File: src/sac_pkg.sv
// Constants, types and register map of the successive-approximation control block.
// Assumes a 250 MHz system clock and a 32-bit APB register bus.
`default_nettype none
package sac_pkg;

   // ----------------------------------------------------------------
   // Register indices and byte addresses
   // ----------------------------------------------------------------
   localparam logic [7:0] IDX_CODE = 8'h02;
   localparam logic [7:0] IDX_CHAN = 8'h24;
   localparam logic [7:0] IDX_MODE = 8'h25;
   localparam logic [7:0] IDX_ISTAT = 8'h30;
   localparam logic [7:0] IDX_IMASK = 8'h31;
   localparam int ADDR_W = 12;
   localparam logic [11:0] ADDR_CODE = {2'h0, IDX_CODE, 2'h0};
   localparam logic [11:0] ADDR_CHAN = {2'h0, IDX_CHAN, 2'h0};
   localparam logic [11:0] ADDR_MODE = {2'h0, IDX_MODE, 2'h0};
   localparam logic [11:0] ADDR_ISTAT = {2'h0, IDX_ISTAT, 2'h0};
   localparam logic [11:0] ADDR_IMASK = {2'h0, IDX_IMASK, 2'h0};

   // ----------------------------------------------------------------
   // Field positions and reset values
   // ----------------------------------------------------------------
   localparam int MODE_RES_BIT = 0;
   localparam int MODE_BUSY_BIT = 1;
   localparam int MODE_SEL_BIT = 2;
   localparam int IRQ_SW_BIT = 0;
   localparam int IRQ_HW_BIT = 1;
   localparam int CODE_W = 8;
   localparam int TAPS = 256;
   localparam int CHANS = 6;
   localparam logic CTL_RST = 1'b0;
   localparam logic [7:0] CODE_RST = 8'h00;
   localparam logic [2:0] CHAN_RST = 3'h0;
   localparam logic [1:0] IRQ_RST = 2'h0;
   localparam logic [255:0] TAP_RST = 256'h1;
   localparam logic [7:0] HW_START_CODE = 8'h80;

   // ----------------------------------------------------------------
   // Timing
   // ----------------------------------------------------------------
   localparam int CLK_MHZ = 250;
   localparam int SETTLE_NS = 40;
   localparam int SETTLE_CYC = (SETTLE_NS * CLK_MHZ + 999) / 1000;
   localparam int CONV_CYC = CODE_W * SETTLE_CYC;

   typedef enum logic [2:0] {
      SAC_IDLE = 3'b001,
      SAC_SW = 3'b010,
      SAC_HW = 3'b100
   } sac_state_t;

endpackage : sac_pkg
`default_nettype wire

File: src/sac_seq_if.sv
// Link between the register front end and the compare sequencer.
// Assumes both ends run on the same clock.
`timescale 1ns/1ps
`default_nettype none
interface sac_seq_if;
   logic sw_load;
   logic [7:0] load_data;
   logic hw_start;
   logic abort;
   logic cmp_bit;
   logic [7:0] code;
   logic busy;
   logic result;
   logic sw_done;
   logic hw_done;

   modport ctl (
      output sw_load, load_data, hw_start, abort, cmp_bit,
      input code, busy, result, sw_done, hw_done
   );
   modport seq (
      input sw_load, load_data, hw_start, abort, cmp_bit,
      output code, busy, result, sw_done, hw_done
   );
endinterface : sac_seq_if
`default_nettype wire

File: src/sac_seq.sv
// Compare sequencer: single software compares and the 8-step hardware search.
// Assumes cmp_bit is already synchronised to clk.
`timescale 1ns/1ps
`default_nettype none
module sac_seq (
   input wire logic clk,
   input wire logic rst_n,
   sac_seq_if.seq lk
);
   import sac_pkg::*;

   localparam logic [3:0] CNT_LOAD = 4'(SETTLE_CYC - 1);

   sac_state_t state_r;
   logic [3:0] cnt_r;
   logic [2:0] bit_r;
   logic [7:0] code_r;
   logic result_r;
   logic sw_done_r;
   logic hw_done_r;
   logic sw_go;
   logic step_sw;
   logic step_hw;

   assign sw_go = lk.sw_load && (state_r != SAC_HW);
   assign step_sw = (state_r == SAC_SW) && (cnt_r == 4'h0) && !lk.abort && !lk.hw_start && !sw_go;
   assign step_hw = (state_r == SAC_HW) && (cnt_r == 4'h0) && !lk.abort && !lk.hw_start;

   // ----------------------------------------------------------------
   // Sequencing
   // ----------------------------------------------------------------
   always_ff @(posedge clk or negedge rst_n) begin
      if (!rst_n) begin
         state_r <= SAC_IDLE;
      end else if (lk.abort) begin
         state_r <= SAC_IDLE;
      end else if (lk.hw_start) begin
         state_r <= SAC_HW;
      end else if (sw_go) begin
         state_r <= SAC_SW;
      end else if (step_sw || (step_hw && bit_r == 3'h0)) begin
         state_r <= SAC_IDLE;
      end
   end

   always_ff @(posedge clk or negedge rst_n) begin
      if (!rst_n) begin
         cnt_r <= 4'h0;
      end else if (lk.hw_start || sw_go || cnt_r == 4'h0) begin
         cnt_r <= CNT_LOAD;
      end else if (state_r != SAC_IDLE) begin
         cnt_r <= cnt_r - 4'h1;
      end
   end

   // ----------------------------------------------------------------
   // Code register and search
   // ----------------------------------------------------------------
   always_ff @(posedge clk or negedge rst_n) begin
      if (!rst_n) begin
         code_r <= CODE_RST;
         bit_r <= 3'h7;
      end else if (lk.hw_start && !lk.abort) begin
         code_r <= HW_START_CODE;
         bit_r <= 3'h7;
      end else if (sw_go) begin
         code_r <= lk.load_data;
      end else if (step_hw) begin
         code_r[bit_r] <= lk.cmp_bit;
         if (bit_r != 3'h0) begin
            code_r[bit_r - 3'h1] <= 1'b1;
            bit_r <= bit_r - 3'h1;
         end
      end
   end

   always_ff @(posedge clk or negedge rst_n) begin
      if (!rst_n) begin
         result_r <= 1'b0;
         sw_done_r <= 1'b0;
         hw_done_r <= 1'b0;
      end else begin
         if (step_sw || step_hw) begin
            result_r <= lk.cmp_bit;
         end
         sw_done_r <= step_sw;
         hw_done_r <= step_hw && (bit_r == 3'h0);
      end
   end

   assign lk.code = code_r;
   assign lk.busy = (state_r == SAC_HW);
   assign lk.result = result_r;
   assign lk.sw_done = sw_done_r;
   assign lk.hw_done = hw_done_r;
endmodule : sac_seq
`default_nettype wire

File: src/sac_top.sv
// Successive-approximation converter control with APB registers.
// Assumes an external resistor string driven by tap_sel and a comparator on cmp_in.
//
// Design decision made here: the APB register port.
`timescale 1ns/1ps
`default_nettype none
module sac_top (
   input wire logic clk,
   input wire logic rstn,
   input wire logic psel,
   input wire logic penable,
   input wire logic pwrite,
   input wire logic [sac_pkg::ADDR_W-1:0] paddr,
   input wire logic [31:0] pwdata,
   output logic [31:0] prdata,
   output logic pready,
   output logic pslverr,
   input wire logic cmp_in,
   input wire logic ce_reset_in,
   input wire logic clk_stop_in,
   output logic [sac_pkg::TAPS-1:0] tap_sel,
   output logic [sac_pkg::CHANS-1:0] chan_en,
   output logic irq
);
   import sac_pkg::*;

   // ----------------------------------------------------------------
   // Decoders
   // ----------------------------------------------------------------
   function automatic logic [2:0] reg_sel(input logic [11:0] a);
      logic [2:0] s;
      s = 3'h0;
      if (a == ADDR_CODE) begin
         s = 3'h1;
      end else if (a == ADDR_CHAN) begin
         s = 3'h2;
      end else if (a == ADDR_MODE) begin
         s = 3'h3;
      end else if (a == ADDR_ISTAT) begin
         s = 3'h4;
      end else if (a == ADDR_IMASK) begin
         s = 3'h5;
      end
      return s;
   endfunction : reg_sel

   function automatic logic [255:0] tap_dec(input logic [7:0] c);
      logic [255:0] t;
      t = '0;
      t[c] = 1'b1;
      return t;
   endfunction : tap_dec

   function automatic logic [5:0] chan_dec(input logic [2:0] c);
      logic [5:0] e;
      e = 6'h00;
      if (c != 3'h0 && c != 3'h7) begin
         e[c - 3'h1] = 1'b1;
      end
      return e;
   endfunction : chan_dec

   // ----------------------------------------------------------------
   // Reset release
   // ----------------------------------------------------------------
   logic rst_s1_r;
   logic rst_n_s;

   always_ff @(posedge clk or negedge rstn) begin
      if (!rstn) begin
         rst_s1_r <= 1'b0;
         rst_n_s <= 1'b0;
      end else begin
         rst_s1_r <= 1'b1;
         rst_n_s <= rst_s1_r;
      end
   end

   // ----------------------------------------------------------------
   // Pin synchronisers
   // ----------------------------------------------------------------
   logic [2:0] async_in;
   logic [2:0] sy1_r;
   logic [2:0] sy2_r;
   logic cmp_s;
   logic ce_s;
   logic stop_s;

   assign async_in = {clk_stop_in, ce_reset_in, cmp_in};

   generate
      for (genvar i = 0; i < 3; i++) begin : g_sync
         always_ff @(posedge clk or negedge rst_n_s) begin
            if (!rst_n_s) begin
               sy1_r[i] <= 1'b0;
               sy2_r[i] <= 1'b0;
            end else begin
               sy1_r[i] <= async_in[i];
               sy2_r[i] <= sy1_r[i];
            end
         end
      end
   endgenerate

   assign cmp_s = sy2_r[0];
   assign ce_s = sy2_r[1];
   assign stop_s = sy2_r[2];

   // ----------------------------------------------------------------
   // APB slave
   // ----------------------------------------------------------------
   logic setup;
   logic wr_en;
   logic [2:0] wsel;
   logic [31:0] rd_nxt;
   logic [31:0] prdata_r;
   logic err_r;

   assign setup = psel && !penable;
   assign wr_en = psel && penable && pwrite;
   assign wsel = reg_sel(paddr);
   assign pready = psel && penable;
   assign pslverr = psel && penable && err_r;
   assign prdata = prdata_r;

   sac_seq_if lk ();

   logic mode_r;
   logic [2:0] chan_r;
   logic [1:0] istat_r;
   logic [1:0] imask_r;

   always_comb begin
      rd_nxt = 32'h0000_0000;
      case (wsel)
         3'h1: rd_nxt[7:0] = lk.code;
         3'h2: rd_nxt[2:0] = chan_r;
         3'h3: begin
            rd_nxt[MODE_SEL_BIT] = mode_r;
            rd_nxt[MODE_BUSY_BIT] = lk.busy;
            rd_nxt[MODE_RES_BIT] = lk.result;
         end
         3'h4: rd_nxt[1:0] = istat_r;
         3'h5: rd_nxt[1:0] = imask_r;
         default: rd_nxt = 32'h0000_0000;
      endcase
   end

   always_ff @(posedge clk or negedge rst_n_s) begin
      if (!rst_n_s) begin
         prdata_r <= 32'h0000_0000;
         err_r <= 1'b0;
      end else if (setup) begin
         prdata_r <= pwrite ? 32'h0000_0000 : rd_nxt;
         err_r <= (wsel == 3'h0);
      end
   end

   // ----------------------------------------------------------------
   // Control registers
   // ----------------------------------------------------------------
   logic mode_wr;
   logic code_wr;

   assign mode_wr = wr_en && (wsel == 3'h3);
   assign code_wr = wr_en && (wsel == 3'h1);

   always_ff @(posedge clk or negedge rst_n_s) begin
      if (!rst_n_s) begin
         mode_r <= CTL_RST;
      end else if (mode_wr) begin
         mode_r <= pwdata[MODE_SEL_BIT];
      end
   end

   always_ff @(posedge clk or negedge rst_n_s) begin
      if (!rst_n_s) begin
         chan_r <= CHAN_RST;
      end else if (wr_en && wsel == 3'h2) begin
         chan_r <= pwdata[2:0];
      end
   end

   // Sequencer requests; a local reset or clock stop holds the search off
   assign lk.abort = (mode_wr && !pwdata[MODE_SEL_BIT]) || ce_s || stop_s;
   assign lk.hw_start = mode_wr && pwdata[MODE_SEL_BIT] && !ce_s && !stop_s;
   assign lk.sw_load = code_wr && !mode_r;
   assign lk.load_data = pwdata[7:0];
   assign lk.cmp_bit = cmp_s;

   sac_seq u_seq (
      .clk(clk),
      .rst_n(rst_n_s),
      .lk(lk)
   );

   // ----------------------------------------------------------------
   // Analog drive
   // ----------------------------------------------------------------
   logic [255:0] tap_sel_r;
   logic [5:0] chan_en_r;

   always_ff @(posedge clk or negedge rst_n_s) begin
      if (!rst_n_s) begin
         tap_sel_r <= TAP_RST;
      end else begin
         tap_sel_r <= tap_dec(lk.code);
      end
   end

   always_ff @(posedge clk or negedge rst_n_s) begin
      if (!rst_n_s) begin
         chan_en_r <= 6'h00;
      end else begin
         chan_en_r <= chan_dec(chan_r);
      end
   end

   assign tap_sel = tap_sel_r;
   assign chan_en = chan_en_r;

   // ----------------------------------------------------------------
   // Interrupts
   // ----------------------------------------------------------------
   logic [1:0] evt;
   logic [1:0] w1c;

   assign evt = {lk.hw_done, lk.sw_done};
   assign w1c = (wr_en && wsel == 3'h4) ? pwdata[1:0] : 2'h0;

   // Set wins over a clear in the same cycle
   always_ff @(posedge clk or negedge rst_n_s) begin
      if (!rst_n_s) begin
         istat_r <= IRQ_RST;
      end else begin
         istat_r <= (istat_r & ~w1c) | evt;
      end
   end

   always_ff @(posedge clk or negedge rst_n_s) begin
      if (!rst_n_s) begin
         imask_r <= IRQ_RST;
      end else if (wr_en && wsel == 3'h5) begin
         imask_r <= pwdata[1:0];
      end
   end

   assign irq = |(istat_r & imask_r);

   // ----------------------------------------------------------------
   // Checks
   // ----------------------------------------------------------------
   logic [6:0] busy_cnt_r;

   always_ff @(posedge clk or negedge rst_n_s) begin
      if (!rst_n_s) begin
         busy_cnt_r <= 7'h00;
      end else if (lk.hw_start) begin
         // A restart begins a fresh count even while busy
         busy_cnt_r <= 7'h00;
      end else if (lk.busy) begin
         busy_cnt_r <= busy_cnt_r + 7'h01;
      end else begin
         busy_cnt_r <= 7'h00;
      end
   end
endmodule : sac_top
`default_nettype wire

File: config.mk
export PLATFORM = sky130hd
export DESIGN_NAME = sac_top
export DESIGN_NICKNAME = d
export VERILOG_FILES = /design/src/sac_pkg.sv /design/src/sac_seq_if.sv /design/src/sac_seq.sv /design/src/sac_top.sv
export SDC_FILE = /design/constraint.sdc
export NUM_CORES = 1
export LEC_CHECK = 0
export ABC_CLOCK_PERIOD_IN_PS = 23500
export BUFFER_PORTS_ARGS = -buffer_cell sky130_fd_sc_hd__buf_4
export CORE_ASPECT_RATIO = 0.9
export CORE_MARGIN = 3
export CORE_UTILIZATION = 45
export CTS_CLUSTER_DIAMETER = 80
export CTS_CLUSTER_SIZE = 16
export DETAILED_ROUTE_END_ITERATION = 16
export PLACE_DENSITY = 0.76
export SYNTH_ARGS = -nofsm -noshare
export SYNTH_HDL_FRONTEND = slang
export SYNTH_HIERARCHICAL = 1
export SYNTH_SLANG_ARGS = --single-unit
File: constraint.sdc
create_clock -name clk -period 23.5 [get_ports clk]
set_clock_uncertainty 0.1 [all_clocks]
set_input_delay 2.35 -clock clk [delete_from_list [all_inputs] [get_ports clk]]
set_output_delay 2.35 -clock clk [all_outputs]
set_load 0.02 [all_outputs]
# Yosys cells after proc, flatten, opt, wreduce, memory -nomap -nowiden
# Cells that the tools add are included.
[word_totals] in_bits=52 out_inout_bits=297 register_bits=332
[classes] addsub=3 reduce_logical=55 mux=34 n_eq_ne=16 bitwise_logic=5 magnitude_cmp=8
[op_table] op="$eq A12 B8 Y1 const B" n=4
[op_table] op="$mux W8" n=5
[op_table] op="$mux W3" n=13
[op_table] op="$logic_and A1 B1 Y1" n=29
[op_table] op="$eq A12 B4 Y1 const B" n=1
[op_table] op="$lt A3 B4 Y1 const B" n=3
[op_table] op="$pmux W2 S5" n=1
[op_table] op="$demux W1 S3" n=3
[op_table] op="$eq A3 B2 Y1 const B" n=3
[op_table] op="$eq A3 B3 Y1 const B" n=3
[op_table] op="$ge A3 B1 Y1 const B" n=3
[op_table] op="$lt A8 B9 Y1 const B" n=1
[op_table] op="$reduce_bool A3 Y1" n=3
[op_table] op="$bwmux W8" n=1
[op_table] op="$demux W1 S8" n=1
[op_table] op="$ge A8 B1 Y1 const B" n=1
[op_table] op="$logic_not A1 Y1" n=8
[op_table] op="$mux W4" n=2
[op_table] op="$or A8 B8 Y8" n=1
[op_table] op="$logic_not A3 Y1" n=2
[op_table] op="$logic_or A1 B1 Y1" n=6
[op_table] op="$mux W6" n=1
[op_table] op="$ne A3 B3 Y1 const B" n=2
[op_table] op="$reduce_bool A2 Y1" n=3
[op_table] op="16 further kinds" n=21

# Depth between registers and ports, before layout
[logic_depth] ltp_word=20 ltp_mapped=9 ltp_nobuf=9

# By module
# Netlist, hierarchy kept.
[by_module_without_submodules] mod="sac_top" cells_per_inst=732 instances=1 area_each_um2=9271.4
[by_module_without_submodules] mod="sac_seq" cells_per_inst=140 instances=1 area_each_um2=1311.3

# Worst setup path before layout
# Ideal clock, no wire load.
[synth_timing] path_type="input port to output port" start="input penable" end="output pslverr" arrival_time_ps=2596 cell_stages=1 path_buffers=0 slack_ps=18454 path_cell_list="and3_1"
[synth_between] elab_chain_len=2
[synth_lines] element="start: declaration" line_no="sac_top.sv:11" text="input wire logic penable,"
[synth_lines] element="$logic_and A1 B1 Y1 (2 in series)" line_no="sac_top.sv:123" text="assign pslverr = psel && penable && err_r;"
[synth_lines] element="end: declaration" line_no="sac_top.sv:17" text="output logic pslverr,"
# No other way between the ends.

# Worst setup path in the final report
[layout_timing] start="input penable" end="output pready"
[layout_between] elab_chain_len=1
[layout_lines] element="$logic_and A1 B1 Y1" line_no="sac_top.sv:122" text="assign pready = psel && penable;"
[layout_lines] element="end: declaration" line_no="sac_top.sv:16" text="output logic pready,"
# No other way between the ends.

==> flow_metrics.tcl <==
set metrics [dict create \
    status "completed" \
    grt_pass1_vias 7589 \
    crit_type "input port to output port" \
    worst_slack_ns 18.27 \
    ys_ff_latch 308 \
    fin_nets 1218 \
    gp_congestion 0.839 \
    top_layer "met4" \
    required_ns 21.05 \
    slew_viol_final 0 \
    crit_path_frequent_cell "buf_4" \
    detail-route-antenna-nets 0 \
    peakVddDrop_v 0.0000570 \
    synthArstFlopShare_pct 100 \
    fin_setup_tns_ns 0 \
    crit_slowest_cell "and2_1" \
    period_minus_slack_ns 5.23 \
    antenna_found_initial 0 \
    synth.distinct_cells 59 \
    grt_pass1_wl_um 44800 \
    antennaDiodeCount 0 \
    synth_top_area_share_pct 71.6 \
    min_path_type "flop to flop" \
    cts_tree "yes" \
    worst-r2r-cell-count 6 \
    synth_top_area_cell "dfrtp_1" \
    wl_met2_um 15000 \
    rrSetupSlack_ns 21.03 \
    io_buffer_count 300 \
    finalHoldViolations 0 \
    worstReg2RegStart "u_seq/bit_r[0]" \
    initial_utilization_pct 46.5 \
    arrival_ns 2.78 \
    fmax_mhz 191 \
    worst_slew_pin_slew_ns 1.02 \
    syn_inst 872 \
    p_leak_nw 7.04 \
    cp_max_fo 3 \
    slew_headroom_pct 31.9 \
    avgRoutedWirePerCell_um 20.5 \
    dp_hpwl_um 20700 \
    yosysWarnings 6 \
    r2r-end "u_seq/lk.code[2]" \
    cts_buffers 23 \
    min_path_cells 0 \
    ys.flop_type "dfrtp_1" \
    power_density_nw_per_um2 67.4 \
    cts_setup_buffers 0 \
    wl_um 30200 \
    grt_setup_unrepaired "false" \
    max-cap-violations 0 \
    die_width_um 168 \
    fin_crit_sh_pct 22.3 \
    grt_max_degree 169 \
    cts_buffer_depth 3 \
    yosysMostFrequentCell "dfrtp_1" \
    die_area_um2 25400 \
    postCtsHoldBufs 0 \
    firstDrtPassIters 5 \
    pin_count 349 \
    finalSetupViolCount 0 \
    grt_usage_pct 23.1 \
    crit_start "penable" \
    vias 7473 \
    clk_pin_slew_ns 0.07 \
    first_iter_violations 605 \
    drt-met1-wl_um 11900 \
    startpoint_type "input port" \
    ys_top_cells_by_area "dfrtp_1, nor2_1, buf_4" \
    gr-total-overflow 0 \
    die_y_um 151 \
    area_delta_synth_final_pct 29.0 \
    nFillCells 1819 \
    slowest_delay_ns 0.16 \
    synth-edff-count 0 \
    seq_area_frac_synth_pct 72.9 \
    worstPathCellList "buf_4 -> and2_1 -> buf_4" \
    core_area_um2 22800 \
    clock_sinks 308 \
    synthTopCellsByCount "dfrtp_1, nor2_1, nand2_1" \
    min_to "cmp_s" \
    cts-resized-gates 0 \
    layout-drive-gt1-share_pct 29.8 \
    drt_drc_violations_left 0 \
    h-tree-depth 1 \
    endpoint_kind "output port" \
    num_rows 52 \
    route.met3.wl_um 1960 \
    root_buffer "clkbuf_16" \
    preCtsSetupSlack_ns 18.27 \
    holdCritStartpoint "sy1_r[0]" \
    syn_avg_cell_area_um2 12.1 \
    clk_latency_ns 0.52 \
    vias_per_cell 5.07 \
    synth_area_um2 10600 \
]
-- worst max-delay path by stage --
stage | depth (start not counted) | endpoint | slack, ns
after floorplan | 0 | ce_s | 14.19
after global placement | 3 | pready | 18.27
after detailed placement | 3 | pready | 18.27
after CTS | 3 | pready | 18.27
after global routing | 3 | pready | 18.26
final | 3 | pready | 18.27
-- registers in the layout, summed over array words and instances, names as in the netlist --
| register | cells |
|---|---|
| cmp_s | 1 |
| u_seq/lk.hw_done | 1 |
| rst_s1_r | 1 |
| istat_r | 2 |
| tap_sel | 256 |
| prdata | 8 |
| chan_r | 3 |
| imask_r | 2 |
| sy1_r | 3 |
| ce_s | 1 |
| u_seq/cnt_r | 4 |
| mode_r | 1 |
| u_seq/lk.sw_done | 1 |
| u_seq/bit_r | 3 |
| err_r | 1 |
| rst_n_s | 1 |
| stop_s | 1 |
| chan_en | 6 |
| u_seq/lk.code | 8 |
| u_seq/state_r | 3 |
| u_seq/lk.result | 1 |
-- cell type report --
cell class / count / area [um^2] / area share, %
clock inverter: 2 / 20.0 / 0.147
inverter: 17 / 63.8 / 0.468
clock buffer: 40 / 639 / 4.68
tap: 297 / 372 / 2.72
timing repair buffer: 303 / 2290 / 16.8
multi-input combinational: 507 / 2550 / 18.7
sequential: 308 / 7720 / 56.5
-- per-layer routing --
metal	vias to the layer above	GRT usage [%]
met5	-	0
met4	0	9.90
met3	68	4.67
met2	300	39.6
met1	3788	28.9
li1	3317	-
-- cell families after synthesis --
kind of cell	count (synthesis)	share of synthesized area [%]
adders and majority gates	6	0.709
and+or+nand+nor	397	16.3
xor gates and xnor gates	5	0.414
muxes	13	1.28
AOI/OAI and AO/OA	61	4.53
buffers and inverters	80	3.84
DFF	308	72.9
other	2	0.0710
-- stage by stage --
stage / total power [mW] / hold slack [ns] / instance area (um^2) / instances / util [%]
3_3_place_gp: 0.565 / 0.235 / 13000 / 1432 / 57.0
5_1_grt: 0.949 / 0.235 / 13600 / 1474 / 59.9
6_report: 0.919 / 0.244 / 13600 / 1474 / 59.9
4_1_cts: 0.928 / 0.232 / 13600 / 1474 / 59.9
2_1_floorplan: 0.559 / 0.231 / 10700 / 895 / -
3_5_place_dp: 0.565 / 0.236 / 13000 / 1432 / 57.0
-- placed cells by master (no fill, tap or decap), types with 3 or more instances in the layout --
master and n:
and3_1 4, nor3b_1 4, and2_1 4, conb_1 25, nand2_1 45, nor2b_1 10, a21o_1 5, inv_1 16
xor2_1 3, o211ai_1 3, mux2i_1 9, nor3_1 7, dfstp_2 5, clkbuf_1 17, dfrtp_1 302, ha_1 6
a21oi_1 4, buf_4 302, nand3_1 14, a221oi_1 5, a221o_1 7, nand2b_1 5, clkbuf_16 23, mux2_2 3
a211oi_1 3, a31oi_1 4, nor2_1 284, nand4_1 3, a22o_1 7, o21ai_0 11
-- where the power goes --
group | internal [mW] | switching, mW | total (mW)
clock network | 0.186 | 0.179 | 0.365
logic | 0.00507 | 0.0155 | 0.0205
registers | 0.531 | 0.00268 | 0.533
-- worst max-delay path, delay by kind of cell --
family        cells  cell delay [ns]
buf+inv           2             0.27
simple gates      1             0.16
Note: power is estimated with default switching activity, not from simulation.
